File: config.mk
export PLATFORM = sky130hd
export DESIGN_NAME = slm_link_monitor
export DESIGN_NICKNAME = d
export VERILOG_FILES = /design/src/rtl/slm_pkg.sv /design/src/rtl/slm_link_monitor.sv
export SDC_FILE = /design/constraint.sdc
export NUM_CORES = 1
export LEC_CHECK = 0
export BUFFER_PORTS_ARGS = -buffer_cell sky130_fd_sc_hd__buf_4
export CORE_ASPECT_RATIO = 0.6
export CORE_MARGIN = 10
export CORE_UTILIZATION = 42
export CTS_CLUSTER_DIAMETER = 150
export CTS_CLUSTER_SIZE = 28
export DETAILED_ROUTE_END_ITERATION = 10
export HOLD_SLACK_MARGIN = 0.12
export PLACE_DENSITY = 0.67
export SETUP_SLACK_MARGIN = 0.4
export SYNTH_ARGS = -nofsm -noshare
export SYNTH_HDL_FRONTEND = slang
export SYNTH_SLANG_ARGS = --single-unit
File: constraint.sdc
create_clock -name sys_clk_i -period 2.55 [get_ports sys_clk_i]
set_input_delay 0.255 -clock sys_clk_i [delete_from_list [all_inputs] [get_ports sys_clk_i]]
set_output_delay 0.255 -clock sys_clk_i [all_outputs]
set_load 0.01 [all_outputs]
File: src/rtl/slm_pkg.sv
// Constants, types and register map of the link monitor and test block.
// Assumes a single 25 MHz system clock and a word-wide Avalon-MM master.
package slm_pkg;
	localparam int unsigned CLK_HZ        = 25000000;
	// Register byte offsets
	localparam logic [3:0]  REG_CTRL      = 4'h0;
	localparam logic [3:0]  REG_STATUS    = 4'h4;
	localparam logic [3:0]  REG_LOF_CNT   = 4'h8;
	localparam logic [3:0]  REG_DCM       = 4'hc;
	// Control field positions, control reset value and status error field
	localparam int          CTL_SWRST     = 0;
	localparam int          CTL_LOOP      = 1;
	localparam int          CTL_BIST_EN   = 3;
	localparam int          CTL_PAT       = 4;
	localparam int          CTL_RATE      = 6;
	localparam int          CTL_BOOST     = 8;
	localparam int          CTL_EMPH      = 10;
	localparam logic [11:0] CTL_RESET     = 12'h000;
	localparam int          STS_ERR       = 16;
	// Loop modes
	localparam logic [1:0]  LOOP_NORMAL   = 2'h0;
	localparam logic [1:0]  LOOP_LINE     = 2'h1;
	localparam logic [1:0]  LOOP_LOCAL    = 2'h2;
	localparam logic [1:0]  LOOP_SPECIAL  = 2'h3;
	// Self-test patterns and base line rate
	localparam logic [1:0]  PAT_CJPAT0    = 2'h0;
	localparam logic [1:0]  PAT_PRWS10    = 2'h1;
	localparam logic [1:0]  RATE_1G2288   = 2'h0;
	// Framing, monitor limits and test-port widths
	localparam logic [7:0]  K28_5         = 8'hbc;
	localparam int unsigned HF_SYMS       = 4096;
	localparam int unsigned LCV_LIMIT     = 16;
	localparam int unsigned GRACE_HF      = 2;
	localparam int unsigned TP_CFG_BITS   = 7;
	localparam int unsigned TP_RES_BITS   = 3;
	// Least self-test run before the result is read
	localparam int unsigned TP_RUN_MS     = 300;
	localparam int unsigned TP_RUN_CYC    = TP_RUN_MS * (CLK_HZ / 1000);
	localparam int unsigned LOF_CNT_W     = 16;
	localparam int unsigned BIST_ERR_W    = 10;

	typedef enum logic [1:0] {
		ST_INIT,
		ST_RUN,
		ST_GRACE,
		ST_HALT
	} slm_state_t;

	// Pins from outside the clock domain
	typedef struct packed {
		logic [1:0] loop_sel;
		logic       raw_code_width_select;
		logic       operating_role;
		logic       chip_reset_n;
		logic       rx_pll_lock;
		logic       tck;
		logic       tdi;
		logic       shift_en;
		logic       config_capture_instruction;
		logic       selftest_cmd;
	} slm_pins_t;

	// Decoded receive symbol
	typedef struct packed {
		logic       line_code_violation;
		logic       is_k;
		logic [7:0] data;
	} slm_sym_t;
endpackage

File: src/rtl/slm_link_monitor.sv
// Receive link monitor: signal-absent and frame-missing detection, loopback
// select, self-test control and test-port configuration capture.
// Assumes a decoder on sys_clk_i delivers one symbol per rx_sym_valid_i, and
// an external pattern checker reports lock and bit errors on the same clock.
// Operation
// - Signal-absent high at power-up, pin reset and software reset.
// - Flag clears after K28.5 then one clean hyperframe.
// - PLL lock loss does not set the flag; violation count decides.
// - Base-station role: sixteen or more violations per hyperframe set flag.
// - Base-station role: violation-free hyperframe clears the flag.
// - 8-bit mode: outputs static until flag first goes low.
// - After flag rises, keep sending; clean hyperframe resumes operation.
// - Violations through grace hyperframes tri-state outputs and reset.
// - 10-bit mode: detection off, flag held high.
// - Frame-missing counter readable; function off in 10-bit mode.
// - Delay calibration start blocked while frame-missing is high.
// - Loop pins: 00 register control, 01 line, 10 local, 11 special.
// - Loop mode switch forces receive resynchronisation.
// - Self-test patterns CJPAT lane 0, PRWS10; enabled by register.
// - Self-test reports seen, pass and a 10-bit error count.
// - Self-test off in line or special line loopback.
// - Test-port self-test: local loop if captured bit 0 set, else normal; outputs tri-stated, PRWS10.
// - Captured settings override registers; 00 means base rate, no boost.
// - Test-port self-test command after config applies captured settings.
// - Result shifts out started, done, fault.
// - Width select 1 is 10-bit pass-through, 0 is 8-bit decoded.
//
// Local design decisions: the placing of the registers and the Avalon-MM register port.
module slm_link_monitor #(
	parameter int unsigned HF_LEN   = slm_pkg::HF_SYMS,
	parameter int unsigned BIST_RUN = slm_pkg::TP_RUN_CYC
) (
	// Clock and reset
	input  wire logic              sys_clk_i,
	input  wire logic              rst_i,
	// Asynchronous pins
	input  wire slm_pkg::slm_pins_t pins_i,
	// Decoded receive stream
	input  wire logic              rx_sym_valid_i,
	input  wire slm_pkg::slm_sym_t rx_sym_i,
	// Pattern checker
	input  wire logic              bist_lock_i,
	input  wire logic              bist_bit_err_i,
	// Avalon-MM slave
	input  wire logic [3:0]        avs_address,
	input  wire logic              avs_read,
	input  wire logic              avs_write,
	input  wire logic [31:0]       avs_writedata,
	output logic [31:0]            avs_readdata,
	output logic                   avs_waitrequest,
	// Receive outputs
	output logic [9:0]             rx_parallel_bus_o,
	output logic                   rx_word_clock_o,
	output logic                   rx_out_oe_n_o,
	output logic                   signal_absent_flag_o,
	output logic                   frame_missing_flag_o,
	// Link settings
	output logic [1:0]             loop_mode_o,
	output logic [1:0]             line_rate_select_o,
	output logic [1:0]             rx_boost_level_o,
	output logic [1:0]             tx_emphasis_level_o,
	// Self-test and calibration
	output logic                   bist_run_o,
	output logic [1:0]             bist_pattern_o,
	output logic                   dcm_start_o,
	output logic                   tp_tdo_o
);
	initial begin
		if (HF_LEN < 2 || HF_LEN > 65536 || BIST_RUN < 1 || BIST_RUN > 16777215)
			$error("slm_link_monitor: parameter out of range");
	end

	localparam logic [15:0] HF_LAST = 16'(HF_LEN - 1);
	localparam logic [23:0] RUN_LAST = 24'(BIST_RUN - 1);

	// Pin synchroniser, change accepted when stages two and three agree
	slm_pkg::slm_pins_t p1, p2, p3, pq;
	logic                tck_d;
	always_ff @(posedge sys_clk_i) begin
		if (rst_i) begin
			p1    <= '0;
			p2    <= '0;
			p3    <= '0;
			pq    <= '0;
			tck_d <= 1'b0;
		end else begin
			p1    <= pins_i;
			p2    <= p1;
			p3    <= p2;
			pq    <= (p3 & ~(p2 ^ p3)) | (pq & (p2 ^ p3));
			tck_d <= pq.tck;
		end
	end
	wire tck_rise = pq.tck & ~tck_d;
	wire raw_w    = pq.raw_code_width_select;

	// Bus side state
	logic [11:0] ctl, next_ctl;
	logic        ack, next_ack;
	logic [31:0] rdata, next_rdata;
	logic        swrst, next_swrst;
	logic        delay_calibration_unit, next_dcm;
	// Link state
	slm_pkg::slm_state_t st, next_st;
	logic        signal_absent_flag, next_los;
	logic        synced, next_synced;
	logic [15:0] hf_cnt, next_hf_cnt;
	logic [4:0]  lcv_cnt, next_lcv_cnt;
	logic [1:0]  grace, next_grace;
	logic        frame_missing_flag, next_lof;
	logic [15:0] lof_cnt, next_lof_cnt;
	logic [1:0]  loop_q;
	// Test port state
	logic [6:0]  tcfg, next_tcfg;
	logic        tcfg_ok, next_tcfg_ok;
	logic        tp_mode, next_tp_mode;
	logic [2:0]  tres, next_tres;
	// Self-test state
	logic        seen, next_seen;
	logic        done, next_done;
	logic [9:0]  errs, next_errs;
	logic [23:0] run_cnt, next_run_cnt;

	// Internal reset: port, pin and software
	wire lrst = rst_i | ~pq.chip_reset_n | swrst;

	// Loop mode: pins win unless 00, test port forces local if tcfg[0] is set, else normal
	logic [1:0] loop_eff;
	always_comb begin
		loop_eff = (pq.loop_sel == slm_pkg::LOOP_NORMAL) ?
			ctl[slm_pkg::CTL_LOOP +: 2] : pq.loop_sel;
		if (tp_mode)
			loop_eff = tcfg[0] ? slm_pkg::LOOP_LOCAL : slm_pkg::LOOP_NORMAL;
	end
	wire loop_chg = loop_eff != loop_q;

	wire is_comma = rx_sym_valid_i & rx_sym_i.is_k & (rx_sym_i.data == slm_pkg::K28_5);
	wire hf_end   = rx_sym_valid_i & synced & (hf_cnt == HF_LAST);
	wire lcv_now  = rx_sym_valid_i & rx_sym_i.line_code_violation;
	// Counts including the symbol of the closing cycle
	wire [5:0] lcv_tot = {1'b0, lcv_cnt} + {5'h00, lcv_now};
	wire lcv_many = lcv_tot >= 6'(slm_pkg::LCV_LIMIT);
	wire lcv_none = lcv_tot == 6'h00;

	// Avalon slave, one wait state per access
	always_comb begin
		next_ack   = (avs_read | avs_write) & ~ack;
		next_rdata = rdata;
		next_ctl   = ctl;
		next_swrst = 1'b0;
		next_dcm   = 1'b0;
		if (avs_read & ~ack) begin
			case (avs_address)
				slm_pkg::REG_CTRL: next_rdata = {20'h00000, ctl};
				slm_pkg::REG_STATUS: next_rdata = {6'h00, errs, 6'h00, pq.rx_pll_lock, tp_mode,
					loop_eff, ~raw_w & ~frame_missing_flag, done, bist_run_o & seen & done & (errs == 10'h000),
					seen, frame_missing_flag, signal_absent_flag};
				slm_pkg::REG_LOF_CNT: next_rdata = {16'h0000, lof_cnt};
				default: next_rdata = 32'h00000000;
			endcase
		end
		if (avs_write & ack) begin
			case (avs_address)
				slm_pkg::REG_CTRL: begin
					next_ctl   = avs_writedata[11:0] & ~12'h001;
					next_swrst = avs_writedata[slm_pkg::CTL_SWRST];
				end
				slm_pkg::REG_DCM: next_dcm = avs_writedata[0] & ~raw_w & ~frame_missing_flag;
				default: next_ctl = ctl;
			endcase
		end
	end
	always_ff @(posedge sys_clk_i) begin
		if (rst_i) begin
			ack   <= 1'b0;
			rdata <= 32'h00000000;
			ctl   <= slm_pkg::CTL_RESET;
			swrst <= 1'b0;
			delay_calibration_unit   <= 1'b0;
		end else begin
			ack   <= next_ack;
			rdata <= next_rdata;
			ctl   <= next_ctl;
			swrst <= next_swrst;
			delay_calibration_unit   <= next_dcm;
		end
	end
	assign avs_waitrequest = (avs_read | avs_write) & ~ack;
	assign avs_readdata    = rdata;
	assign dcm_start_o     = delay_calibration_unit;

	// Link monitor: flag, hyperframe tracking, frame-missing
	always_comb begin
		next_st      = st;
		next_los     = signal_absent_flag;
		next_synced  = synced;
		next_hf_cnt  = hf_cnt;
		next_lcv_cnt = lcv_cnt;
		next_grace   = grace;
		next_lof     = frame_missing_flag;
		next_lof_cnt = lof_cnt;
		if (rx_sym_valid_i) begin
			if (!synced && is_comma) begin
				next_synced = 1'b1;
				next_hf_cnt = 16'h0001;
			end else if (synced) begin
				next_hf_cnt = hf_end ? 16'h0000 : hf_cnt + 16'h0001;
			end
			if (synced && hf_cnt == 16'h0000) begin
				next_lof = ~is_comma;
				if (!is_comma && !frame_missing_flag)
					next_lof_cnt = lof_cnt + 16'h0001;
			end
		end
		// Violations counted regardless of PLL lock
		if (hf_end)
			next_lcv_cnt = 5'h00;
		else if (lcv_now && !lcv_cnt[4])
			next_lcv_cnt = lcv_cnt + 5'h01;
		if (hf_end) begin
			case (st)
				slm_pkg::ST_INIT, slm_pkg::ST_HALT: begin
					if (lcv_none) begin
						next_st  = slm_pkg::ST_RUN;
						next_los = 1'b0;
					end
				end
				slm_pkg::ST_RUN: begin
					if (lcv_many) begin
						next_st    = slm_pkg::ST_GRACE;
						next_los   = 1'b1;
						next_grace = 2'h0;
					end
				end
				slm_pkg::ST_GRACE: begin
					if (lcv_none) begin
						next_st  = slm_pkg::ST_RUN;
						next_los = 1'b0;
					end else if (grace == 2'(slm_pkg::GRACE_HF - 1)) begin
						next_st     = slm_pkg::ST_HALT;
						next_synced = 1'b0;
					end else begin
						next_grace = grace + 2'h1;
					end
				end
				default: next_st = slm_pkg::ST_INIT;
			endcase
		end
		if (loop_chg) begin
			next_st     = slm_pkg::ST_INIT;
			next_los    = 1'b1;
			next_synced = 1'b0;
			next_lof    = 1'b0;
		end
		if (raw_w) begin
			next_st  = slm_pkg::ST_INIT;
			next_los = 1'b1;
			next_lof = 1'b0;
			next_lof_cnt = lof_cnt;
		end
	end
	always_ff @(posedge sys_clk_i) begin
		if (lrst) begin
			st      <= slm_pkg::ST_INIT;
			signal_absent_flag     <= 1'b1;
			synced  <= 1'b0;
			hf_cnt  <= 16'h0000;
			lcv_cnt <= 5'h00;
			grace   <= 2'h0;
			frame_missing_flag     <= 1'b0;
			lof_cnt <= 16'h0000;
			loop_q  <= slm_pkg::LOOP_NORMAL;
		end else begin
			st      <= next_st;
			signal_absent_flag     <= next_los;
			synced  <= next_synced;
			hf_cnt  <= next_hf_cnt;
			lcv_cnt <= next_lcv_cnt;
			grace   <= next_grace;
			frame_missing_flag     <= next_lof;
			lof_cnt <= next_lof_cnt;
			loop_q  <= loop_eff;
		end
	end
	assign signal_absent_flag_o = signal_absent_flag;
	assign frame_missing_flag_o = frame_missing_flag;

	// Receive output stage
	wire drive  = raw_w | st == slm_pkg::ST_RUN | st == slm_pkg::ST_GRACE;
	logic [9:0] bus_q;
	logic       wclk_q;
	always_ff @(posedge sys_clk_i) begin
		if (lrst) begin
			bus_q  <= 10'h000;
			wclk_q <= 1'b0;
		end else if (drive && rx_sym_valid_i) begin
			bus_q  <= rx_sym_i;
			wclk_q <= ~wclk_q;
		end
	end
	assign rx_parallel_bus_o = bus_q;
	assign rx_word_clock_o   = wclk_q;
	assign rx_out_oe_n_o     = tp_mode | (~raw_w & st == slm_pkg::ST_HALT);

	// Test port: config capture, self-test command, result shift
	always_comb begin
		next_tcfg    = tcfg;
		next_tcfg_ok = tcfg_ok;
		next_tp_mode = tp_mode;
		next_tres    = tres;
		if (tck_rise && pq.shift_en) begin
			if (pq.config_capture_instruction) begin
				next_tcfg    = {pq.tdi, tcfg[6:1]};
				next_tcfg_ok = 1'b1;
			end else begin
				next_tres = {tres[1:0], 1'b0};
			end
		end else if (tck_rise && !pq.selftest_cmd) begin
			next_tres = {seen, done, errs != 10'h000};
		end
		if (tck_rise && pq.selftest_cmd && !pq.shift_en)
			next_tp_mode = 1'b1;
	end
	always_ff @(posedge sys_clk_i) begin
		if (lrst) begin
			tcfg    <= 7'h00;
			tcfg_ok <= 1'b0;
			tp_mode <= 1'b0;
			tres    <= 3'h0;
		end else begin
			tcfg    <= next_tcfg;
			tcfg_ok <= next_tcfg_ok;
			tp_mode <= next_tp_mode;
			tres    <= next_tres;
		end
	end
	assign tp_tdo_o = tres[2];

	// Captured settings, else registers
	always_comb begin
		loop_mode_o         = loop_eff;
		line_rate_select_o  = ctl[slm_pkg::CTL_RATE +: 2];
		rx_boost_level_o    = ctl[slm_pkg::CTL_BOOST +: 2];
		tx_emphasis_level_o = ctl[slm_pkg::CTL_EMPH +: 2];
		bist_pattern_o      = ctl[slm_pkg::CTL_PAT +: 2];
		if (tcfg_ok) begin
			line_rate_select_o  = {tcfg[1], tcfg[2]};
			rx_boost_level_o    = {tcfg[3], tcfg[4]};
			tx_emphasis_level_o = {tcfg[6], tcfg[5]};
		end else if (tp_mode) begin
			line_rate_select_o = slm_pkg::RATE_1G2288;
		end
		if (tp_mode)
			bist_pattern_o = slm_pkg::PAT_PRWS10;
	end

	// Self-test run, disabled in line loopbacks
	assign bist_run_o = (ctl[slm_pkg::CTL_BIST_EN] | tp_mode) &
		loop_eff != slm_pkg::LOOP_LINE & loop_eff != slm_pkg::LOOP_SPECIAL;
	always_comb begin
		next_seen    = seen;
		next_done    = done;
		next_errs    = errs;
		next_run_cnt = run_cnt;
		if (!bist_run_o) begin
			next_seen    = 1'b0;
			next_done    = 1'b0;
			next_errs    = 10'h000;
			next_run_cnt = 24'h000000;
		end else begin
			next_seen = seen | bist_lock_i;
			if (seen && bist_bit_err_i && errs != 10'h3ff)
				next_errs = errs + 10'h001;
			if (seen && run_cnt == RUN_LAST)
				next_done = 1'b1;
			else if (seen)
				next_run_cnt = run_cnt + 24'h000001;
		end
	end
	always_ff @(posedge sys_clk_i) begin
		if (lrst) begin
			seen    <= 1'b0;
			done    <= 1'b0;
			errs    <= 10'h000;
			run_cnt <= 24'h000000;
		end else begin
			seen    <= next_seen;
			done    <= next_done;
			errs    <= next_errs;
			run_cnt <= next_run_cnt;
		end
	end

	// Checks
	property p_rst_los;
		@(posedge sys_clk_i) rst_i |=> signal_absent_flag;
	endproperty
	a_rst_los: assert property (p_rst_los) else $error("flag low after reset");
	property p_los_fall;
		@(posedge sys_clk_i) disable iff (lrst)
		$fell(signal_absent_flag) |-> $past(hf_end) && $past(lcv_none);
	endproperty
	a_los_fall: assert property (p_los_fall) else $error("flag fell without clean frame");
	property p_los_rise;
		@(posedge sys_clk_i) disable iff (lrst)
		(st == slm_pkg::ST_RUN && hf_end && lcv_many && !loop_chg && !raw_w)
		|=> signal_absent_flag && st == slm_pkg::ST_GRACE;
	endproperty
	a_los_rise: assert property (p_los_rise) else $error("flag not set");
	property p_raw;
		@(posedge sys_clk_i) disable iff (lrst) raw_w |=> signal_absent_flag && !frame_missing_flag;
	endproperty
	a_raw: assert property (p_raw) else $error("10-bit mode flags wrong");
	property p_static;
		@(posedge sys_clk_i) disable iff (lrst)
		(!raw_w && st == slm_pkg::ST_INIT) |=> $stable(rx_parallel_bus_o);
	endproperty
	a_static: assert property (p_static) else $error("bus moved before lock");
	property p_halt;
		@(posedge sys_clk_i) disable iff (lrst)
		(st == slm_pkg::ST_GRACE && hf_end && !lcv_none && grace == 2'h1 && !loop_chg && !raw_w)
		|=> rx_out_oe_n_o;
	endproperty
	a_halt: assert property (p_halt) else $error("outputs not released");
	property p_dcm;
		@(posedge sys_clk_i) disable iff (lrst) dcm_start_o |-> $past(!frame_missing_flag && !raw_w);
	endproperty
	a_dcm: assert property (p_dcm) else $error("calibration started while frame missing");
	property p_bist_off;
		@(posedge sys_clk_i) disable iff (lrst)
		(loop_mode_o == slm_pkg::LOOP_LINE || loop_mode_o == slm_pkg::LOOP_SPECIAL) |-> !bist_run_o;
	endproperty
	a_bist_off: assert property (p_bist_off) else $error("self-test in line loop");
	property p_resync;
		@(posedge sys_clk_i) disable iff (lrst) loop_chg |=> !synced && signal_absent_flag;
	endproperty
	a_resync: assert property (p_resync) else $error("no resync on loop change");
	property p_tp;
		@(posedge sys_clk_i) disable iff (lrst)
		tp_mode |-> rx_out_oe_n_o && bist_pattern_o == slm_pkg::PAT_PRWS10;
	endproperty
	a_tp: assert property (p_tp) else $error("test-port self-test setup wrong");
endmodule

; Word level (Yosys, flattened, before mapping)
; Cells that the tools add are included.
[totals]
ff_bits = 196
output_inout_bits = 60
wordCells = 216
[classes]
add_sub_neg = 7
order_cmp = 1
n_eq_ne = 21
n_mux = 33
n_bitwise = 43
n_reduce_logical = 46
[op_table]
columns = operator, count
row1 = 26-bit case mux with 3 select lines, 1
row2 = 16-bit two-way mux, 3
row3 = "16-bit by 1-bit adder with 16-bit output, second input constant", 2
row4 = 2-bit two-way mux, 15
row5 = "24-bit by 1-bit adder with 24-bit output, second input constant", 1
row6 = "24-bit by 23-bit equality test with 1-bit output, second input constant", 1
row7 = 11-bit AND, 2
row8 = 1-bit AND, 18
row9 = "16-bit by 12-bit equality test with 1-bit output, second input constant", 1
row10 = 16-bit logical NOT, 1
row11 = 1-bit logical AND, 12
row12 = "2-bit != test, second input constant", 6
row13 = 1-bit inverter, 12
row14 = 2-bit AND reduction, 6
row15 = 3-bit OR reduction, 4
row16 = 11-bit inverter, 1
row17 = 11-bit OR, 1
row18 = 11-bit XOR, 1
row19 = "10-bit by 1-bit adder with 10-bit output, second input constant", 1
row20 = 10-bit logical NOT, 1
row21 = "10-bit != test, second input constant", 1
row22 = 10-bit nonzero test, 1
row23 = 3-bit two-way mux, 3
row24 = "4-bit equality test, second input constant", 2
row25 = other kinds (25), 54

; Depth between registers and ports, before layout
[depth]
word_depth = 10
ltp_mapped = 8
mapped_depth_nobuf = 8

; Worst setup path after synthesis
; Ideal clock, no wire load.
[synth_path]
path_kind = input port to flip-flop
start = in rx_sym_valid_i
end = reg grace[1]
setup_ps = 70
arrival_time_ps = 2119
slack_ps = 361
path_stages = 7
n_path_buf = 0
path_cell_list = and2_1 ha_1 ha_1 a41oi_1 o211ai_2 or4_1 a21oi_1
[synth_via]
elab_chain_cells = 5
[synth_rtl]
columns = element, line_no
row1 = "start, declared", slm_link_monitor.sv:39  ; input wire logic rx_sym_valid_i,
row2 = 1-bit AND, slm_link_monitor.sv:139  ; wire lcv_now = rx_sym_valid_i & rx_sym_i.line_code_violation;
row3 = 5-bit by 1-bit adder with 6-bit output, slm_link_monitor.sv:141  ; wire [5:0] lcv_tot = {1'b0, lcv_cnt} + {5'h00, lcv_now};
row4 = 6-bit by 5-bit >= comparator with 1-bit output or 6-bit logical NOT (tied branches), "slm_link_monitor.sv:142, slm_link_monitor.sv:143"
row5 = 2-bit != test (no source line), --
row6 = 5-bit AND reduction (no source line) *, --
row7 = "end signal, assigned", slm_link_monitor.sv:279  ; grace <= next_grace;
row8 = "end, declared", slm_link_monitor.sv:109  ; logic [1:0] grace, next_grace;
; Mark *: on every way between the ends. The rest lies on a longest branch, timed or not.
; A chain may end at the register's enable or synchronous reset.

; Worst setup path in the final report
[layout_path]
start = reg hf_cnt[12]
end = reg grace[1]
[layout_via]
elab_chain_cells = 3
[layout_rtl]
columns = element, line_no
row1 = "start, declared", slm_link_monitor.sv:107  ; logic [15:0] hf_cnt, next_hf_cnt;
row2 = "start signal, assigned", slm_link_monitor.sv:277  ; hf_cnt <= next_hf_cnt;
row3 = 16-bit by 12-bit equality test with 1-bit output, slm_link_monitor.sv:138  ; wire hf_end = rx_sym_valid_i & synced & (hf_cnt == HF_LAST);
row4 = 1-bit AND, slm_link_monitor.sv:138
row5 = 5-bit AND reduction (no source line), --
; Every way passes these cells.

==> metrics.csv <==
stage,metric,value,unit
outcome,run status,"complete, no violations",
placed_design,# port buffers,96,
clock_network,Worst-path clk slew,0.07,ns
synth,Async SR Flop Fraction,0,%
pwr,Reg power frac,50.7,%
synth,post-synthesis register bit count,186,
drt,post-DR wirelength/cell,16.38,um
global_routing,pin count of the biggest net entering global routing,82,
sta,Final Setup Violations,0,
clock_network,Sink Count,186,
sta,Tightest Pin Transition,0.8593,ns
placed_design,Final GP Congestion,0.8634,
critical_path,FF-to-FF setup slack,0.43,ns
clock_network,# H-tree levels,4,
pwr,Logic pwr share,3.7,%
global_routing,Total GRT Usage,17.17,%
pwr,P_int,4.420,mW
clock_network,clock insertion delay at the later pin of the skew report,0.44,ns
finish,layout net count,1146,
die,Core Box Area,0.01898,mm^2
clock_network,CTS tree,built,
global_routing,first-pass GRT wire length,35020,um
synth,Yosys Warn Count,0,
critical_path,crit end category,register,
pwr,Max VDD drop,0.0004593,V
synth,Post-synth EDFFs,0,
drt,First-pass DRT Iterations,8,
drt,antenna-violating nets left,0,
critical_path,CP endpoint,grace[1],
sta,period utilisation layout,83.13,%
finish,"commonest non-fill, non-tap cell in the layout",dfxtp_1,
global_routing,vias in the first global route,6566,
synth,Most used DFF post-synth,dfxtp_1,
placed_design,Post-DP HPWL,15440,um
finish,ant diodes,0,
critical_path,worst reg-to-reg path cell count,5,
die,die height,127.6,um
pwr,clock power share,45.6,%
synth,share of the yosys chip area belonging to registers,45.95,%
clock_network,buffer depth of the longest clock path,2,
die,chip width,199.3,um
critical_path,kind of critical path,register to register,
synth,post-synthesis instance total,937,
critical_path,RR Endpoint,grace[1],
sta,final setup TNS,0,ns
global_routing,total grt overflow,0,
critical_path,Worst EP required,2.91,ns
synth,post-synthesis instance area,0.008103,mm^2
finish,ratio of cells with drive above 1 in the final layout,17.39,%
sta,Fin. Hold Viols,0,
drt,drt drc,0,
finish,Area Growth Syn to Fin,25.26,%
drt,via count,7092,
drt,Routed WL,21740,um
sta,fmax,0.4717,GHz
drt,initial drt markers,548,
die,initial core utilization,42.69,%
synth,count of unique library cells instantiated by Yosys,69,
pwr,Leakage,3.600,nW
pwr,pwr/cell area,569.6,mW/mm^2
drt,via-per-instance ratio,5.344,
critical_path,FF-to-FF Start,hf_cnt[12],
clock_network,cell chosen for the clock root,clkbuf_16,
synth,syn_area_per_cell,8.648,um^2
run,Max-Cap Viols,0,
sta,Clock Skews,0.01077,ns
sta,RSZ-0062 raised after global routing,yes,
sta,slew margin rel.,42.71,%
die,die area,0.02543,mm^2
critical_path,Setup crit start,hf_cnt[12],
critical_path,CP arrival,2.48,ns
pwr,sw power,1.361,mW
die,# IOs,124,
critical_path,worst-path fanout max,5,
critical_path,crit path launch type,register,
pwr,Final Power,5.781,mW
pwr,Sw Share,23.55,%
die,# rows,39,
global_routing,antenna violations before repair,0,
sta,fin. max-slew vios,0,
clock_network,number of CTS-inserted buffers,17,
finish,"commonest cells after routing, fill and taps aside","185 x dfxtp_1, 123 x buf_4, 102 x nand2_1",
worst_hold_path,HP Class,primary input to register,
sta,Tmin final,2.120,ns
-- registers in the layout, summed over array words and instances, names as in the netlist, 2 cells and up, named ones only --
signal and flops:
avs_readdata 26, lof_cnt 16, grace 2, errs 10, ctl 11, lcv_cnt 5, tres 3, run_cnt 24
p2 10, rx_parallel_bus_o 10, hf_cnt 16, tcfg 7, loop_q 2, p3 10, p1 10, st 2
-- power groups by stage --
| stage | sequential [mW] | clock (mW) | combinational [mW] |
|---|---|---|---|
| 3_3_place_gp | 3.00 | 0 | 0.165 |
| 2_1_floorplan | 3.00 | 0 | 0.0819 |
| 5_1_grt | 2.94 | 2.80 | 0.233 |
| 3_5_place_dp | 3.00 | 0 | 0.166 |
| 6_report | 2.93 | 2.63 | 0.214 |
| 4_1_cts | 2.93 | 2.69 | 0.211 |
-- worst min path at each step --
stage	endpoint	slack, ns	cells after the start	startpoint
2_1_floorplan	dcm_start_o	0.33	1	avs_address[1]
3_3_place_gp	p2[3]	0.42	1	p1[3]
3_5_place_dp	p2[6]	0.42	1	p1[6]
4_1_cts	ack	0.13	3	avs_write
5_1_grt	hf_cnt[1]	0.16	3	rx_sym_valid_i
6_report	errs[2]	0.14	3	bist_bit_err_i
-- logic make-up (layout without fill, tap and decap cells) --
logic type	after synthesis	after routing	share of synthesized area [%]
AOI/OAI and AO/OA	177	177	13.23
xor gates and xnor gates	31	31	3.351
adders and majority gates	14	14	2.162
buffers and inverters	74	213	3.953
DFF	186	186	45.95
muxes	30	30	3.799
other	1	6	0.04628
and+or+nand+nor	424	424	27.50
-- per-layer routing --
metal | GRT usage, % | share of wire, % | vias to the layer above
met1 | 25.42 | 51 | 3282
met5 | 0 | 0 | -
met3 | 3.435 | 5.7 | 32
met2 | 23.94 | 42 | 194
li1 | - | - | 3584
met4 | 5.851 | 2.1 | 0
-- timing repair --
action                     CTS  global route
hold buffers                36             0
pin swaps                    0             2
buffers inserted             1             5
resized for setup            2            12
setup endpoints to repair   12            23
hold endpoints to repair    35             0
-- synth_stat cells, types with 11 or more instances --
library cell / n / area share (%)
nand2_1: 102 / 4.7
nor2b_1: 36 / 2.8
and4_1: 11 / 1.2
a21oi_1: 89 / 5.5
clkbuf_1: 40 / 1.9
or4_1: 12 / 1.1
nand3_1: 45 / 2.8
ha_1: 14 / 2.2
mux2i_1: 24 / 3.0
xor2_1: 19 / 2.1
xnor2_1: 12 / 1.3
o31ai_1: 11 / 1.0
nor4_1: 13 / 1.0
inv_1: 22 / 1.0
and3_1: 13 / 1.0
nor3_1: 16 / 0.99
dfxtp_1: 186 / 46
or3_1: 23 / 1.8
nand4_1: 19 / 1.5
o21ai_0: 28 / 1.7
nor2_1: 92 / 4.3
-- worst max-delay path, stage by stage, from the launching register on --
cell and delay [ns]:
dfxtp_1 0.36, or4_4 0.60, nor3_4 0.23, o211ai_2 0.18, or4_1 0.51, a21oi_1 0.18
-- metrics by stage --
stage | util (%) | std cells | setup WS [ns] | hold slack, ns | instance area (um^2)
2_1_floorplan | - | 942 | 0.5213 | 0.3314 | 8129
3_3_place_gp | 47.95 | 1253 | 0.2205 | 0.4178 | 9101
3_5_place_dp | 47.95 | 1253 | 0.1479 | 0.4231 | 9101
4_1_cts | 52.99 | 1322 | 0.4021 | 0.1253 | 10060
5_1_grt | 53.47 | 1327 | 0.3382 | 0.1625 | 10150
6_report | 53.47 | 1327 | 0.4302 | 0.1411 | 10150
-- final cells by class --
type                    instances  area, um^2
clock buffers                  18       429.2
clock inverters                14       155.1
fillers                      1736        8832
inverters                      22       82.58
multi-input cells             682        4164
flip-flops and latches        186        3727
well taps                     246       307.8
repair buffers                159        1284
No activity file was read; power rests on OpenSTA's default activity.
